## src/hw/acc_pkg.sv

```systemverilog
// converter channel and control constants, types and register map
// assumes one 250 MHz core clock and an apb master with 32-bit data
// What this block does
// - channel code written mid-conversion applies only after that conversion completes.
// - codes 0 to 7 pick single inputs 0-7; 30 bandgap; 31 ground.
// - codes 8 to 29 pick differential pairs with gain; same-input codes measure offset.
// - enable bit 7 powers converter; clearing it aborts a running conversion.
// - writing start bit 6 begins one conversion, or the first of free running.
// - first conversion after enabling lasts 25 converter clocks, later ones 13.
// - start bit reads one while converting, zero after; writing zero does nothing.
// - with auto trigger bit 5 set, rising edge of chosen trigger starts conversion.
// - done flag bit 4 sets when conversion ends; result is updated too unless locked.
// - done flag clears on vector acknowledge or written one; zero leaves it.
// - interrupt request only while flag, enable bit 3 and global enable set.
// - three-bit divider: codes 0,1 divide by 2, then 4 up to 128.
// - trigger source codes: free running, comparator, ext int 0, timer events.
// - after low result byte read, result updates block until high byte read.
package acc_pkg;

  // ==================== bus and register map
  localparam int          ADDR_W       = 8;
  localparam int          DATA_W       = 32;
  localparam logic [7:0]  OFF_SELECT   = 8'h00;
  localparam logic [7:0]  OFF_CTRL     = 8'h04;
  localparam logic [7:0]  OFF_CTRL_B   = 8'h08;
  localparam logic [7:0]  OFF_RES_LOW  = 8'h0c;
  localparam logic [7:0]  OFF_RES_HIGH = 8'h10;

  // ==================== field positions and reset values
  localparam int          ON_BIT       = 7;
  localparam int          GO_BIT       = 6;
  localparam int          AUTO_BIT     = 5;
  localparam int          FLAG_BIT     = 4;
  localparam int          IE_BIT       = 3;
  localparam int          CODE_W       = 5;
  localparam int          DIV_W        = 3;
  localparam int          TS_W         = 3;
  localparam int          RES_W        = 10;
  localparam logic [7:0]  REG_RESET    = 8'h00;

  // ==================== channel, trigger and divider codes
  localparam logic [4:0]  CH_SE_LAST   = 5'h07;
  localparam logic [4:0]  CH_DIFF_1X   = 5'h10;
  localparam logic [4:0]  CH_BANDGAP   = 5'h1e;
  localparam logic [4:0]  CH_GND       = 5'h1f;
  localparam logic [2:0]  TS_FREE      = 3'h0;
  localparam logic [2:0]  DIV_MIN_CODE = 3'h1;

  // ==================== conversion lengths in converter clocks
  localparam logic [4:0]  FIRST_LEN    = 5'h19;
  localparam logic [4:0]  NORMAL_LEN   = 5'h0d;

  typedef enum logic [1:0] {
    ACC_GAIN_1X   = 2'h0,
    ACC_GAIN_10X  = 2'h1,
    ACC_GAIN_200X = 2'h2
  } acc_gain_e;

  typedef enum logic [1:0] {
    ACC_OFF  = 2'b00,
    ACC_IDLE = 2'b01,
    ACC_CONV = 2'b11
  } acc_state_e;

endpackage : acc_pkg

```

## src/hw/acc_tick_if.sv

```systemverilog
// carrier between the controller and its converter clock divider
// assumes both ends sit on core_clk
`timescale 1ns/10ps
`default_nettype none
interface acc_tick_if;
  logic       run;
  logic       restart;
  logic [2:0] div_code;
  logic       tick;
  modport ctrl (output run, output restart, output div_code, input tick);
  modport gen  (input run, input restart, input div_code, output tick);
endinterface : acc_tick_if
`default_nettype wire

```

## src/hw/acc_ctrl.sv

```systemverilog
// converter channel select and control/status block, apb register slave
// assumes apb master on core_clk, analog sar delivers its result on sar_result
//
// The APB slave port and the placing of the registers were left to the implementer.
`timescale 1ns/10ps
`default_nettype none
module acc_ctrl
  import acc_pkg::*;
(
  // clock and reset
  input  wire logic                 core_clk,
  input  wire logic                 reset,
  // apb slave
  input  wire logic                 psel,
  input  wire logic                 penable,
  input  wire logic                 pwrite,
  input  wire logic [ADDR_W-1:0]    paddr,
  input  wire logic [DATA_W-1:0]    pwdata,
  output var  logic [DATA_W-1:0]    prdata,
  output var  logic                 pready,
  output var  logic                 pslverr,
  // trigger sources, index = source code
  input  wire logic [7:1]           trig_in,
  // interrupt system
  input  wire logic                 cpu_irq_global_en,
  input  wire logic                 irq_ack,
  output var  logic                 irq_req,
  // analog front end
  input  wire logic [RES_W-1:0]     sar_result,
  output var  logic                 adc_power,
  output var  logic                 adc_start,
  output var  logic                 adc_busy,
  output var  logic                 adc_single,
  output var  logic                 adc_diff,
  output var  logic                 adc_bandgap,
  output var  logic                 adc_ground,
  output var  logic [2:0]           adc_pos,
  output var  logic [2:0]           adc_neg,
  output var  acc_gain_e            adc_gain
);
  import acc_pkg::*;

  // ==================== register state
  logic [2:0]        select_upper;
  logic [CODE_W-1:0] channel_gain_code;
  logic              converter_on;
  logic              auto_trigger_on;
  logic              conversion_done_flag;
  logic              conversion_done_irq_en;
  logic [DIV_W-1:0]  converter_clock_divider;
  logic [TS_W-1:0]   trigger_source_sel;
  logic [RES_W-1:0]  result;
  logic              result_lock;

  // ==================== conversion state
  acc_state_e        state;
  logic [CODE_W-1:0] active_code;
  logic [4:0]        conv_cnt;
  logic [4:0]        conv_len;
  logic              first_pending;
  logic              trig_prev;

  // ==================== combinational terms
  logic              acc_en;
  logic              wr_en;
  logic              rd_en;
  logic              wr_ctrl;
  logic              rd_low;
  logic              rd_high;
  logic              next_on;
  logic              abort;
  logic              use_long;
  logic              trig_level;
  logic              trig_edge;
  logic              sw_start;
  logic              trig_start;
  logic              done_now;
  logic              free_restart;
  logic              begin_conv;
  logic              next_flag;
  logic              addr_hit;
  logic [7:0]        rd_value;
  logic              dec_single;
  logic              dec_diff;
  logic              dec_bandgap;
  logic              dec_ground;
  logic [2:0]        dec_pos;
  logic [2:0]        dec_neg;
  acc_gain_e         dec_gain;

  acc_tick_if tk ();

  // ==================== apb decode
  // one wait state: access cycle with pready low, then pready high
  assign acc_en  = psel && penable && pready;
  assign wr_en   = acc_en && pwrite;
  assign rd_en   = acc_en && !pwrite;
  assign wr_ctrl = wr_en && (paddr == OFF_CTRL);
  assign rd_low  = rd_en && (paddr == OFF_RES_LOW);
  assign rd_high = rd_en && (paddr == OFF_RES_HIGH);

  // read value and address check
  always_comb begin
    addr_hit = 1'b1;
    rd_value = REG_RESET;
    case (paddr)
      OFF_SELECT:   rd_value = {select_upper, channel_gain_code};
      OFF_CTRL:     rd_value = {converter_on, adc_busy, auto_trigger_on, conversion_done_flag,
                                conversion_done_irq_en, converter_clock_divider};
      OFF_CTRL_B:   rd_value = {5'h00, trigger_source_sel};
      OFF_RES_LOW:  rd_value = result[7:0];
      OFF_RES_HIGH: rd_value = {6'h00, result[RES_W-1:8]};
      default:      addr_hit = 1'b0;
    endcase
  end

  // ready, error and read data
  always_ff @(posedge core_clk) begin
    if (reset) begin
      pready  <= 1'b0;
      pslverr <= 1'b0;
      prdata  <= '0;
    end else if (psel && penable && !pready) begin
      pready  <= 1'b1;
      pslverr <= !addr_hit;
      prdata  <= pwrite ? '0 : {24'h000000, rd_value};
    end else begin
      pready  <= 1'b0;
      pslverr <= 1'b0;
    end
  end

  // ==================== start and stop terms
  // written enable value, clearing aborts
  assign next_on  = wr_ctrl ? pwdata[ON_BIT] : converter_on;
  assign abort    = (state == ACC_CONV) && !next_on;
  // long first conversion, also when enabled with start
  assign use_long = first_pending || !converter_on;

  assign trig_level = (trigger_source_sel == TS_FREE) ? 1'b0 : trig_in[trigger_source_sel];
  assign trig_edge  = trig_level && !trig_prev;

  assign sw_start   = wr_ctrl && pwdata[GO_BIT] && pwdata[ON_BIT];
  assign trig_start = converter_on && auto_trigger_on && trig_edge;

  assign done_now     = (state == ACC_CONV) && tk.tick && (conv_cnt == conv_len - 5'h01) && next_on;
  // free running chains the next conversion
  assign free_restart = done_now && auto_trigger_on && (trigger_source_sel == TS_FREE);
  assign begin_conv   = ((state != ACC_CONV) && next_on && (sw_start || trig_start)) || free_restart;

  // set on completion; clears, set wins
  always_comb begin
    next_flag = conversion_done_flag;
    if (done_now) begin
      next_flag = 1'b1;
    end else if ((wr_ctrl && pwdata[FLAG_BIT]) || irq_ack) begin
      next_flag = 1'b0;
    end
  end

  // ==================== software registers
  // input select and trigger source
  always_ff @(posedge core_clk) begin
    if (reset) begin
      select_upper       <= REG_RESET[2:0];
      channel_gain_code  <= REG_RESET[CODE_W-1:0];
      trigger_source_sel <= REG_RESET[TS_W-1:0];
    end else if (wr_en && (paddr == OFF_SELECT)) begin
      select_upper       <= pwdata[7:5];
      channel_gain_code  <= pwdata[CODE_W-1:0];
    end else if (wr_en && (paddr == OFF_CTRL_B)) begin
      trigger_source_sel <= pwdata[TS_W-1:0];
    end
  end

  // control/status plain bits
  always_ff @(posedge core_clk) begin
    if (reset) begin
      converter_on            <= REG_RESET[ON_BIT];
      auto_trigger_on         <= REG_RESET[AUTO_BIT];
      conversion_done_irq_en  <= REG_RESET[IE_BIT];
      converter_clock_divider <= REG_RESET[DIV_W-1:0];
      conversion_done_flag    <= REG_RESET[FLAG_BIT];
    end else begin
      conversion_done_flag <= next_flag;
      if (wr_ctrl) begin
        converter_on            <= pwdata[ON_BIT];
        auto_trigger_on         <= pwdata[AUTO_BIT];
        conversion_done_irq_en  <= pwdata[IE_BIT];
        converter_clock_divider <= pwdata[DIV_W-1:0];
      end
    end
  end

  // request gated by flag and both enables
  always_ff @(posedge core_clk) begin
    if (reset) begin
      irq_req <= 1'b0;
    end else begin
      irq_req <= next_flag && (wr_ctrl ? pwdata[IE_BIT] : conversion_done_irq_en) && cpu_irq_global_en;
    end
  end

  // ==================== conversion sequencing
  // state machine
  always_ff @(posedge core_clk) begin
    if (reset) begin
      state <= ACC_OFF;
    end else begin
      case (state)
        ACC_OFF:  state <= !next_on ? ACC_OFF : (begin_conv ? ACC_CONV : ACC_IDLE);
        ACC_IDLE: state <= !next_on ? ACC_OFF : (begin_conv ? ACC_CONV : ACC_IDLE);
        ACC_CONV: state <= !next_on ? ACC_OFF : ((done_now && !free_restart) ? ACC_IDLE : ACC_CONV);
        default:  state <= ACC_OFF;
      endcase
    end
  end

  always_ff @(posedge core_clk) begin
    if (reset) begin
      conv_cnt      <= 5'h00;
      conv_len      <= NORMAL_LEN;
      first_pending <= 1'b0;
    end else begin
      if (begin_conv) begin
        conv_cnt      <= 5'h00;
        conv_len      <= use_long ? FIRST_LEN : NORMAL_LEN;
        first_pending <= 1'b0;
      end else begin
        if ((state == ACC_CONV) && tk.tick) begin
          conv_cnt <= conv_cnt + 5'h01;
        end
        if (!converter_on && next_on) begin
          first_pending <= 1'b1;
        end
      end
    end
  end

  // busy bit; cleared with flag set, or on abort without flag
  always_ff @(posedge core_clk) begin
    if (reset) begin
      adc_busy  <= 1'b0;
      adc_start <= 1'b0;
      adc_power <= 1'b0;
    end else begin
      adc_start <= begin_conv;
      adc_power <= next_on;
      if (begin_conv) begin
        adc_busy <= 1'b1;
      end else if (done_now || abort) begin
        adc_busy <= 1'b0;
      end
    end
  end

  // low read locks, high read releases
  always_ff @(posedge core_clk) begin
    if (reset) begin
      result_lock <= 1'b0;
    end else if (rd_low) begin
      result_lock <= 1'b1;
    end else if (rd_high) begin
      result_lock <= 1'b0;
    end
  end

  always_ff @(posedge core_clk) begin
    if (reset) begin
      result <= '0;
    end else if (done_now && !result_lock) begin
      result <= sar_result;
    end
  end

  // trigger history for edge detection
  always_ff @(posedge core_clk) begin
    if (reset) begin
      trig_prev <= 1'b0;
    end else begin
      trig_prev <= trig_level;
    end
  end

  // ==================== channel path
  // code held while converting
  always_ff @(posedge core_clk) begin
    if (reset) begin
      active_code <= REG_RESET[CODE_W-1:0];
    end else if ((state != ACC_CONV) || done_now) begin
      active_code <= channel_gain_code;
    end
  end

  acc_channel_decode u_decode (
    .code    (active_code),
    .single  (dec_single),
    .diff    (dec_diff),
    .bandgap (dec_bandgap),
    .ground  (dec_ground),
    .pos     (dec_pos),
    .neg     (dec_neg),
    .gain    (dec_gain)
  );

  // registered switch settings
  always_ff @(posedge core_clk) begin
    if (reset) begin
      adc_single  <= 1'b0;
      adc_diff    <= 1'b0;
      adc_bandgap <= 1'b0;
      adc_ground  <= 1'b0;
      adc_pos     <= 3'h0;
      adc_neg     <= 3'h0;
      adc_gain    <= ACC_GAIN_1X;
    end else begin
      adc_single  <= dec_single;
      adc_diff    <= dec_diff;
      adc_bandgap <= dec_bandgap;
      adc_ground  <= dec_ground;
      adc_pos     <= dec_pos;
      adc_neg     <= dec_neg;
      adc_gain    <= dec_gain;
    end
  end

  // ==================== converter clock
  // divider runs while enabled, realigned at start
  assign tk.run      = converter_on;
  assign tk.restart  = begin_conv;
  assign tk.div_code = converter_clock_divider;

  acc_prescaler #(.CNT_W(7)) u_prescaler (
    .core_clk (core_clk),
    .reset    (reset),
    .tk       (tk)
  );
endmodule : acc_ctrl
`default_nettype wire

```

## src/hw/acc_prescaler.sv

```systemverilog
// converter clock divider: one core_clk pulse per converter clock
// assumes synchronous active-high reset
`timescale 1ns/10ps
`default_nettype none
module acc_prescaler
  import acc_pkg::*;
#(
  parameter int CNT_W = 7
) (
  // clock and reset
  input wire logic core_clk,
  input wire logic reset,
  // divider control
  acc_tick_if.gen  tk
);
  import acc_pkg::*;

  logic [CNT_W-1:0] cnt;
  logic [CNT_W-1:0] term;

  always_comb begin
    if (tk.div_code <= DIV_MIN_CODE) begin
      term = CNT_W'(1);
    end else begin
      term = CNT_W'((1 << tk.div_code) - 1);
    end
  end

  // count core clocks, pulse at terminal
  always_ff @(posedge core_clk) begin
    if (reset || !tk.run || tk.restart) begin
      cnt     <= '0;
      tk.tick <= 1'b0;
    end else if (cnt == term) begin
      cnt     <= '0;
      tk.tick <= 1'b1;
    end else begin
      cnt     <= cnt + CNT_W'(1);
      tk.tick <= 1'b0;
    end
  end
endmodule : acc_prescaler
`default_nettype wire

```

## src/hw/acc_channel_decode.sv

```systemverilog
// channel and gain code decoder for the analog input switches
// assumes the caller registers the outputs
`timescale 1ns/10ps
`default_nettype none
module acc_channel_decode
  import acc_pkg::*;
(
  // code in
  input  wire logic [4:0] code,
  // switch settings out
  output var  logic       single,
  output var  logic       diff,
  output var  logic       bandgap,
  output var  logic       ground,
  output var  logic [2:0] pos,
  output var  logic [2:0] neg,
  output var  acc_gain_e  gain
);
  import acc_pkg::*;

  always_comb begin
    single  = 1'b0;
    diff    = 1'b0;
    bandgap = 1'b0;
    ground  = 1'b0;
    pos     = code[2:0];
    neg     = 3'h0;
    gain    = ACC_GAIN_1X;
    if (code <= CH_SE_LAST) begin
      single = 1'b1;
    end else if (code == CH_BANDGAP) begin
      bandgap = 1'b1;
    end else if (code == CH_GND) begin
      ground = 1'b1;
    end else if (code < CH_DIFF_1X) begin
      diff = 1'b1;
      neg  = {1'b0, code[2], 1'b0};
      pos  = {1'b0, code[2], code[0]};
      gain = code[1] ? ACC_GAIN_200X : ACC_GAIN_10X;
    // unity pairs against input 1 or 2
    end else begin
      diff = 1'b1;
      neg  = code[3] ? 3'h2 : 3'h1;
    end
  end

endmodule : acc_channel_decode
`default_nettype wire

```

## config.mk

```make
export PLATFORM = sky130hd
export DESIGN_NAME = acc_ctrl
export DESIGN_NICKNAME = d
export VERILOG_FILES = /design/src/hw/acc_pkg.sv /design/src/hw/acc_tick_if.sv /design/src/hw/acc_ctrl.sv /design/src/hw/acc_prescaler.sv /design/src/hw/acc_channel_decode.sv
export SDC_FILE = /design/constraint.sdc
export NUM_CORES = 1
export LEC_CHECK = 0
export BUFFER_PORTS_ARGS = -buffer_cell sky130_fd_sc_hd__clkbuf_2
export CAP_MARGIN = 20
export CORE_ASPECT_RATIO = 1.4
export CORE_MARGIN = 2
export CORE_UTILIZATION = 46
export CTS_CLUSTER_DIAMETER = 80
export CTS_CLUSTER_SIZE = 24
export DETAILED_ROUTE_END_ITERATION = 10
export GPL_TIMING_DRIVEN = 0
export PLACE_DENSITY = 0.84
export SYNTH_ARGS = -nofsm -noshare
export SYNTH_HDL_FRONTEND = slang
export SYNTH_HIERARCHICAL = 1
export SYNTH_SLANG_ARGS = --single-unit
```

## constraint.sdc

```tcl
create_clock -name core_clk -period 2.2 [get_ports core_clk]
set_input_delay 0.11 -clock core_clk [delete_from_list [all_inputs] [get_ports core_clk]]
set_output_delay 0.11 -clock core_clk [all_outputs]
set_load 0.01 [all_outputs]
```

* After elaboration in Yosys (flattened, before gate mapping)
Index checks and enable logic that the tools add are counted.
** Word-level totals
- Input bits :: 64
- Logic and storage cells :: 150
- Register bits :: 105
- Output and inout port bits :: 50
** Cells by class
- $add $sub $neg :: 4
- Order comparisons :: 4
- Bitwise operators :: 3
- Shift operators :: 1
- Mux-type cells :: 34
- Reduce and logical (&&, ||, !) cells :: 61
- Equal/unequal tests :: 11
** Operators with widths (number)
- $pmux W8 S5 :: 1
- $logic_and A1 B1 Y1 :: 29
- $mux W1 :: 17
- $eq A8 B4 Y1 const B :: 2
- $reduce_or A5 Y1 :: 3
- $mux W2 :: 7
- $mux W3 :: 4
- $eq A5 B5 Y1 const B :: 2
- $reduce_or A2 Y1 :: 5
- $eq A8 B3 Y1 const B :: 1
- $eq A8 B5 Y1 const B :: 1
- $logic_not A1 Y1 :: 8
- $logic_not A8 Y1 :: 1
- $logic_or A1 B1 Y1 :: 8
- $mux W8 :: 1
- $add A7 B1 Y7 const B :: 1
- $eq A7 B7 Y1 :: 1
- $mux W7 :: 1
- $shl A1 B3 Y7 const A :: 1
- $sub A7 B2 Y7 const B :: 1
- $add A5 B1 Y5 const B :: 1
- $eq A5 B5 Y1 :: 1
- $le A5 B3 Y1 const B :: 1
- $lt A5 B5 Y1 const B :: 1
- 16 further kinds :: 19

* Longest topological paths before layout
- Depth in word-level cells :: 13
- Depth in mapped cells :: 10
- Gate-level depth less buffers :: 10

* Modules after synthesis
Netlist, hierarchy kept.
** By module, submodules not included
- acc_ctrl :: cells an instance 330, area each 3029.2 um^2, seq. area each 1401.3 um^2, times used 1
- acc_prescaler :: cells an instance 64, area each 581.8 um^2, seq. area each 160.2 um^2, times used 1
- acc_channel_decode :: cells an instance 17, area each 111.4 um^2, seq. area each 0.0 um^2, times used 1

* Worst setup path before layout
Ideal clock, no wire load.
- Path type :: register to register
- From :: reg pready
- To :: reg u_prescaler.cnt[2]
- Data arrival time :: 2.234 ns
- Cell stages (with the launch flop) :: 10
- Slack :: -0.120 ns
- Library setup time :: 0.086 ns
- Clock period less this slack :: 2.320 ns
- Required time :: 2.114 ns
- Path buffers :: 2
- Cells stage by stage :: dfxtp_1 and4_1 clkbuf_1 a31o_2 and2_1 a21o_1 inv_1 or3b_2 clkbuf_1 a211oi_1
** On the way
- Longest elaborated chain between the ends :: 10
- Elaborated cells on any way between the ends :: 15
- Classes of those cells :: mux: 1; reduce/logical: 14
** RTL lines
- start, declared :: line acc_ctrl.sv:20 : output var logic pready,
- start signal, assigned :: line acc_ctrl.sv:120 : pready <= 1'b0;
- start signal, assigned :: line acc_ctrl.sv:124 : pready <= 1'b1;
- start signal, assigned :: line acc_ctrl.sv:128 : pready <= 1'b0;
- $logic_and A1 B1 Y1 (*) :: line acc_ctrl.sv:95 : assign acc_en = psel && penable && pready;
- $logic_and A1 B1 Y1 (*) :: line acc_ctrl.sv:96 : assign wr_en = acc_en && pwrite;
- $logic_and A1 B1 Y1 (*) :: line acc_ctrl.sv:98 : assign wr_ctrl = wr_en && (paddr == OFF_CTRL);
- $mux W1 / $logic_and A1 B1 Y1 (equally long branches)
- $logic_and A1 B1 Y1 (on tied branches) :: line acc_ctrl.sv:146, acc_ctrl.sv:143
- $logic_and A1 B1 Y1 / $logic_or A1 B1 Y1 (equally long branches) :: line acc_ctrl.sv:148, acc_ctrl.sv:149
- $logic_and A1 B1 Y1 (on tied branches) :: line acc_ctrl.sv:148, acc_ctrl.sv:149
- $logic_or A1 B1 Y1 (*) :: line acc_ctrl.sv:149 : assign begin_conv = ((state != ACC_CONV) && next_on && (sw_start || trig_start)) || free_restart;
- net begin_conv :: line acc_ctrl.sv:79 : logic begin_conv;
- $logic_or A1 B1 Y1 (*) :: line acc_prescaler.sv:31 : if (reset || !tk.run || tk.restart) begin
- $reduce_or A2 Y1 (no source line) (*)
- end signal, assigned :: line acc_prescaler.sv:38 : cnt <= cnt + CNT_W'(1);
- end, declared :: line acc_prescaler.sv:18 : logic [CNT_W-1:0] cnt;
The timed path passes the listed nets; every way through them passes the cells marked *.
A chain may end at the register's enable or synchronous reset.

* Final worst setup path
- From :: reg state[0]
- To :: reg u_prescaler.cnt[3]
** On the way
- Longest elaborated chain between the ends :: 9
- Elaborated cells on any way between the ends :: 12
- Classes of those cells :: eq/ne: 2; reduce/logical: 10
** RTL lines
- start, declared :: line acc_ctrl.sv:56 : acc_state_e state;
- start signal, assigned :: line acc_ctrl.sv:211 : ACC_OFF: state <= !next_on ? ACC_OFF : (begin_conv ? ACC_CONV : ACC_IDLE);
- start signal, assigned :: line acc_ctrl.sv:212 : ACC_IDLE: state <= !next_on ? ACC_OFF : (begin_conv ? ACC_CONV : ACC_IDLE);
- start signal, assigned :: line acc_ctrl.sv:213 : ACC_CONV: state <= !next_on ? ACC_OFF : ((done_now && !free_restart) ? ACC_IDLE : ACC_CONV);
- $eq A2 B2 Y1 :: line acc_ctrl.sv:146 : assign done_now = (state == ACC_CONV) && tk.tick && (conv_cnt == conv_len - 5'h01) && next_on;
- $logic_and A1 B1 Y1 (3 in a row) :: line acc_ctrl.sv:146
- $logic_and A1 B1 Y1 (2 in a row) :: line acc_ctrl.sv:148 : assign free_restart = done_now && auto_trigger_on && (trigger_source_sel == TS_FREE);
- $logic_or A1 B1 Y1 (*) :: line acc_ctrl.sv:149
- net begin_conv :: line acc_ctrl.sv:79
- $logic_or A1 B1 Y1 (*) :: line acc_prescaler.sv:31
- $reduce_or A2 Y1 (no source line) (*)
Marks and branches as above.

==> results_tabular.tex <==
\begin{tabular}{lr}
\hline
Metric & Value \\
\hline
\multicolumn{2}{l}{\textbf{Status}} \\
Outcome & finished, final reports clean \\
\multicolumn{2}{l}{\textbf{Power}} \\
Worst ir drop on vdd & between 0.6 and 0.7 mV \\
Power per cell area & 580 mW/mm\^{}2 \\
Standby leakage power & 0.00195 uW \\
\multicolumn{2}{l}{\textbf{Global route}} \\
Total global routing overflow & 0 \\
First-pass GRT wire length & about 15000 um \\
Vias in the first global route & about 3100 \\
Pin count of the biggest net entering global routing & 14 \\
Number of antenna violations at the first check in global routing & 0 \\
Total track usage & 0.212 \\
\multicolumn{2}{l}{\textbf{Drt}} \\
Post-DRT Antenna Nets & 0 \\
Drt total wl & 9430 um \\
DRC viols & 0 \\
Avg WL per Cell & around 15 um \\
Router iterations before antenna repair & 7 \\
Vias after detailed routing & 3353 \\
DRC violation total after the first TritonRoute iteration & roughly 240 \\
Via-per-instance ratio & 5.35 \\
\multicolumn{2}{l}{\textbf{Yosys}} \\
Proportion of register bits with asynchronous set or reset after synthesis & 0 \\
Area of the mapped netlist & $\sim$0.0037 sq mm \\
Synth cell types & 60 \\
Share of the yosys chip area belonging to registers & 0.419 \\
Synth Flop Type & sky130\_fd\_sc\_hd\_\_dfxtp\_1 \\
Count of flip-flops with a built-in enable after synthesis & 0 \\
Average cell area after synthesis & just over 9 sq um \\
\#FFs+latches synth & between 70 and 80 \\
Gate Count Post-Synth & 411 \\
Warnings from Yosys & 6 \\
\multicolumn{2}{l}{\textbf{Clock tree}} \\
CTS H-Tree Depth & 3 \\
Worst-skew pair later-pin latency & 0.36 ns \\
Cts bufs inserted & 9 \\
Master cell of the clock root buffer & sky130\_fd\_sc\_hd\_\_clkbuf\_8 \\
Clock Sinks & 78 \\
Clock tree buffer depth & 2 \\
Clock-pin transition on the worst setup and hold timing paths & 0.08 ns \\
CTS tree & done \\
\multicolumn{2}{l}{\textbf{STA}} \\
Maximum clock rate & 455 MHz \\
Max-slew headroom & 0.583 \\
Max Transition Viols Final & 0 \\
Final setup violating endpoints & 0 \\
Worst Clk Skew & 0.0106 ns \\
Min Clock Period, post-route & between 2 and 2.5 ns \\
Fin crit share & 1.00 \\
Final critical-path setup slack & slightly below 0.001 ns \\
Setup repair after global routing missed its margin & yes \\
Hold slack final & 0.00748 ns \\
Total count of hold-check failures in the final report & 0 \\
Transition time of the tightest slew-check pin & 0.623 ns \\
\multicolumn{2}{l}{\textbf{Placement}} \\
Hpwl dp & 6750 um \\
Setup slack at placement & -0.551 ns \\
Number of buffers inserted by port buffering & between 60 and 70 \\
Final GP Congestion & 0.905 \\
Post-DP Area & 0.00425 sq mm \\
\multicolumn{2}{l}{\textbf{Critical path}} \\
Count of cell instances traversed by the critical path & 9 \\
Worst EP required & 2.47 ns \\
Worst Reg2Reg Path Length in Cells & 9 \\
Maximum net fanout on the critical path & 7 \\
Element type at the critical path end & flop \\
Arrival time reported for the critical path endpoint & between 2 and 2.5 ns \\
Critical path launch point type & flop \\
Stage delay of the slowest cell on the critical path & 0.44 ns \\
Worst path bufs/invs & 3 \\
Family with the most delay on the worst path & simple AND/OR/NAND/NOR gates \\
Critical path type & flop to flop \\
Slowest cell on the critical path & sky130\_fd\_sc\_hd\_\_or3b\_4 \\
Cells traversed along the worst timing path & and3\_1 > clkbuf\_1 > nand4b\_1 > o22a\_1 > a21o\_1 > buf\_4 > inv\_2 > or3b\_4 > a211oi\_2 \\
\multicolumn{2}{l}{\textbf{Final layout}} \\
Share of layout cells above drive strength 1 & 0.279 \\
Final core utilization & 0.602 \\
Number of diodes added for antenna fixing & 0 \\
Layout Area Growth over Synthesis & 26.1\% \\
Number of nets in the finished design & 591 \\
Final standard cell area without fillers & around 0.0047 sq mm \\
\multicolumn{2}{l}{\textbf{Floorplanning}} \\
Starting density of the core & 0.477 \\
Area of the core & 0.00780 sq mm \\
Vertical extent of the die & 110 um \\
Horizontal die dimension & 80.0 um \\
Full die area & 0.00884 sq mm \\
\# rows & 38 \\
IO Count & between 100 and 150 \\
\multicolumn{2}{l}{\textbf{Worst hold path}} \\
Worst hold stages & 2 \\
Worst hold-check path type & input pin to flop \\
\multicolumn{2}{l}{\textbf{Run}} \\
Maximum capacitance violations & 0 \\
\hline
\end{tabular}
logic make-up after synthesis:
family / count (synthesis) / synth area share
AND/OR/NAND/NOR: 156 / 0.231
buffers and inverters: 57 / 0.0941
multiplexers: 29 / 0.0817
flip-flops: 78 / 0.419
XOR/XNOR: 13 / 0.0306
other: 2 / 0.00202
adder cells (fa/ha/maj): 4 / 0.0134
AO/OA/AOI/OAI: 72 / 0.128
layout make-up:
class                      count  area, sq um
multi-input combinational    299         1980
buffer                        45          288
timing repair buffer          82          483
clock inverter                 6         87.6
fill                         681         3100
clock buffer                   9          124
sequential                    78         1580
inverter                       8         30.0
tap                          100          125
power by group:
part	internal (uW)	total, uW	switching (uW)
clock	631	1140	512
combinational	80.6	169	88.6
sequential	1410	1410	1.82
path summary, 6_finish.rpt:
kind                     start  slack (ns)            endpoint
max                   state[0]       0.001  u_prescaler/cnt[3]
min          cpu_irq_global_en       0.007             irq_req
max reg2reg           state[0]       0.001  u_prescaler/cnt[3]
min reg2reg          prdata[3]        0.47           prdata[3]
Yosys cell counts, drive strengths merged, types with 5 or more instances:
master	number	share of area
dfxtp	78	0.42
o21ai	17	0.023
nor2b	13	0.022
inv	8	0.0081
a222oi	5	0.013
nand3	15	0.020
a21oi	22	0.030
nor2	39	0.039
mux2i	27	0.073
nand4	5	0.0084
a211oi	7	0.014
xor2	6	0.014
nand3b	6	0.012
and2	6	0.010
xnor2	7	0.016
nand2	31	0.031
buf	34	0.071
clkbuf	15	0.015
nor3	10	0.013
layer usage:
layer  part of all wire  global-route usage
met1               0.40               0.243
met4              0.035               0.113
met2               0.51               0.358
met5                  0                   0
met3              0.062              0.0490
stage by stage:
stage / cells / total power, uW / setup TNS, ns
floorplan: 434 / 1540 / 0
global placement: 597 / 1600 / -2.58
detailed placement: 597 / 1600 / -3.20
CTS: 622 / 2740 / -0.0207
global route: 627 / 2810 / -0.396
finish: 627 / 2720 / 0
placed cells by master (no fill, tap or decap), types with 5 or more instances in the layout:
cell / instances
sky130_fd_sc_hd__a21oi_1: 21
sky130_fd_sc_hd__a222oi_1: 5
sky130_fd_sc_hd__and2_1: 5
sky130_fd_sc_hd__buf_4: 36
sky130_fd_sc_hd__clkbuf_1: 13
sky130_fd_sc_hd__clkbuf_2: 63
sky130_fd_sc_hd__clkbuf_8: 9
sky130_fd_sc_hd__conb_1: 25
sky130_fd_sc_hd__dfxtp_1: 73
sky130_fd_sc_hd__dlygate4sd3_1: 10
sky130_fd_sc_hd__inv_1: 7
sky130_fd_sc_hd__mux2i_1: 27
sky130_fd_sc_hd__nand2_1: 31
sky130_fd_sc_hd__nand3_1: 15
sky130_fd_sc_hd__nand3b_1: 6
sky130_fd_sc_hd__nand4_1: 5
sky130_fd_sc_hd__nor2_1: 39
sky130_fd_sc_hd__nor2b_1: 13
sky130_fd_sc_hd__nor3_1: 10
sky130_fd_sc_hd__o21ai_0: 17
sky130_fd_sc_hd__xnor2_1: 7
sky130_fd_sc_hd__xor2_1: 6
worst register-to-register path, cell delays in order (launching register included):
cell and delay [ns]:
sky130_fd_sc_hd__dfxtp_1 0.34, sky130_fd_sc_hd__and3_1 0.16, sky130_fd_sc_hd__clkbuf_1 0.18, sky130_fd_sc_hd__nand4b_1 0.22, sky130_fd_sc_hd__o22a_1 0.21, sky130_fd_sc_hd__a21o_1 0.15, sky130_fd_sc_hd__buf_4 0.13, sky130_fd_sc_hd__inv_2 0.05
sky130_fd_sc_hd__or3b_4 0.44, sky130_fd_sc_hd__a211oi_2 0.23
what timing repair did:
action | CTS | global route
setup buffers | 1 | 8
hold buffers | 10 | 0
pin swaps | 0 | 10
endpoints found under the hold margin | 10 | 0
resized for setup | 8 | 17
endpoints found under the setup margin | 8 | 14
registers in the layout (all words and copies together) (netlist names), 2 cells and up:
name and count:
conv_cnt 5, prdata 8, conv_len 2, adc_neg 3, active_code 5, channel_gain_code 5
adc_pos 3, result 10, trigger_source_sel 3, converter_clock_divider 3, select_upper 3, adc_gain 2
u_prescaler/cnt 7, state 2
Note: power is estimated with default switching activity, not from simulation.
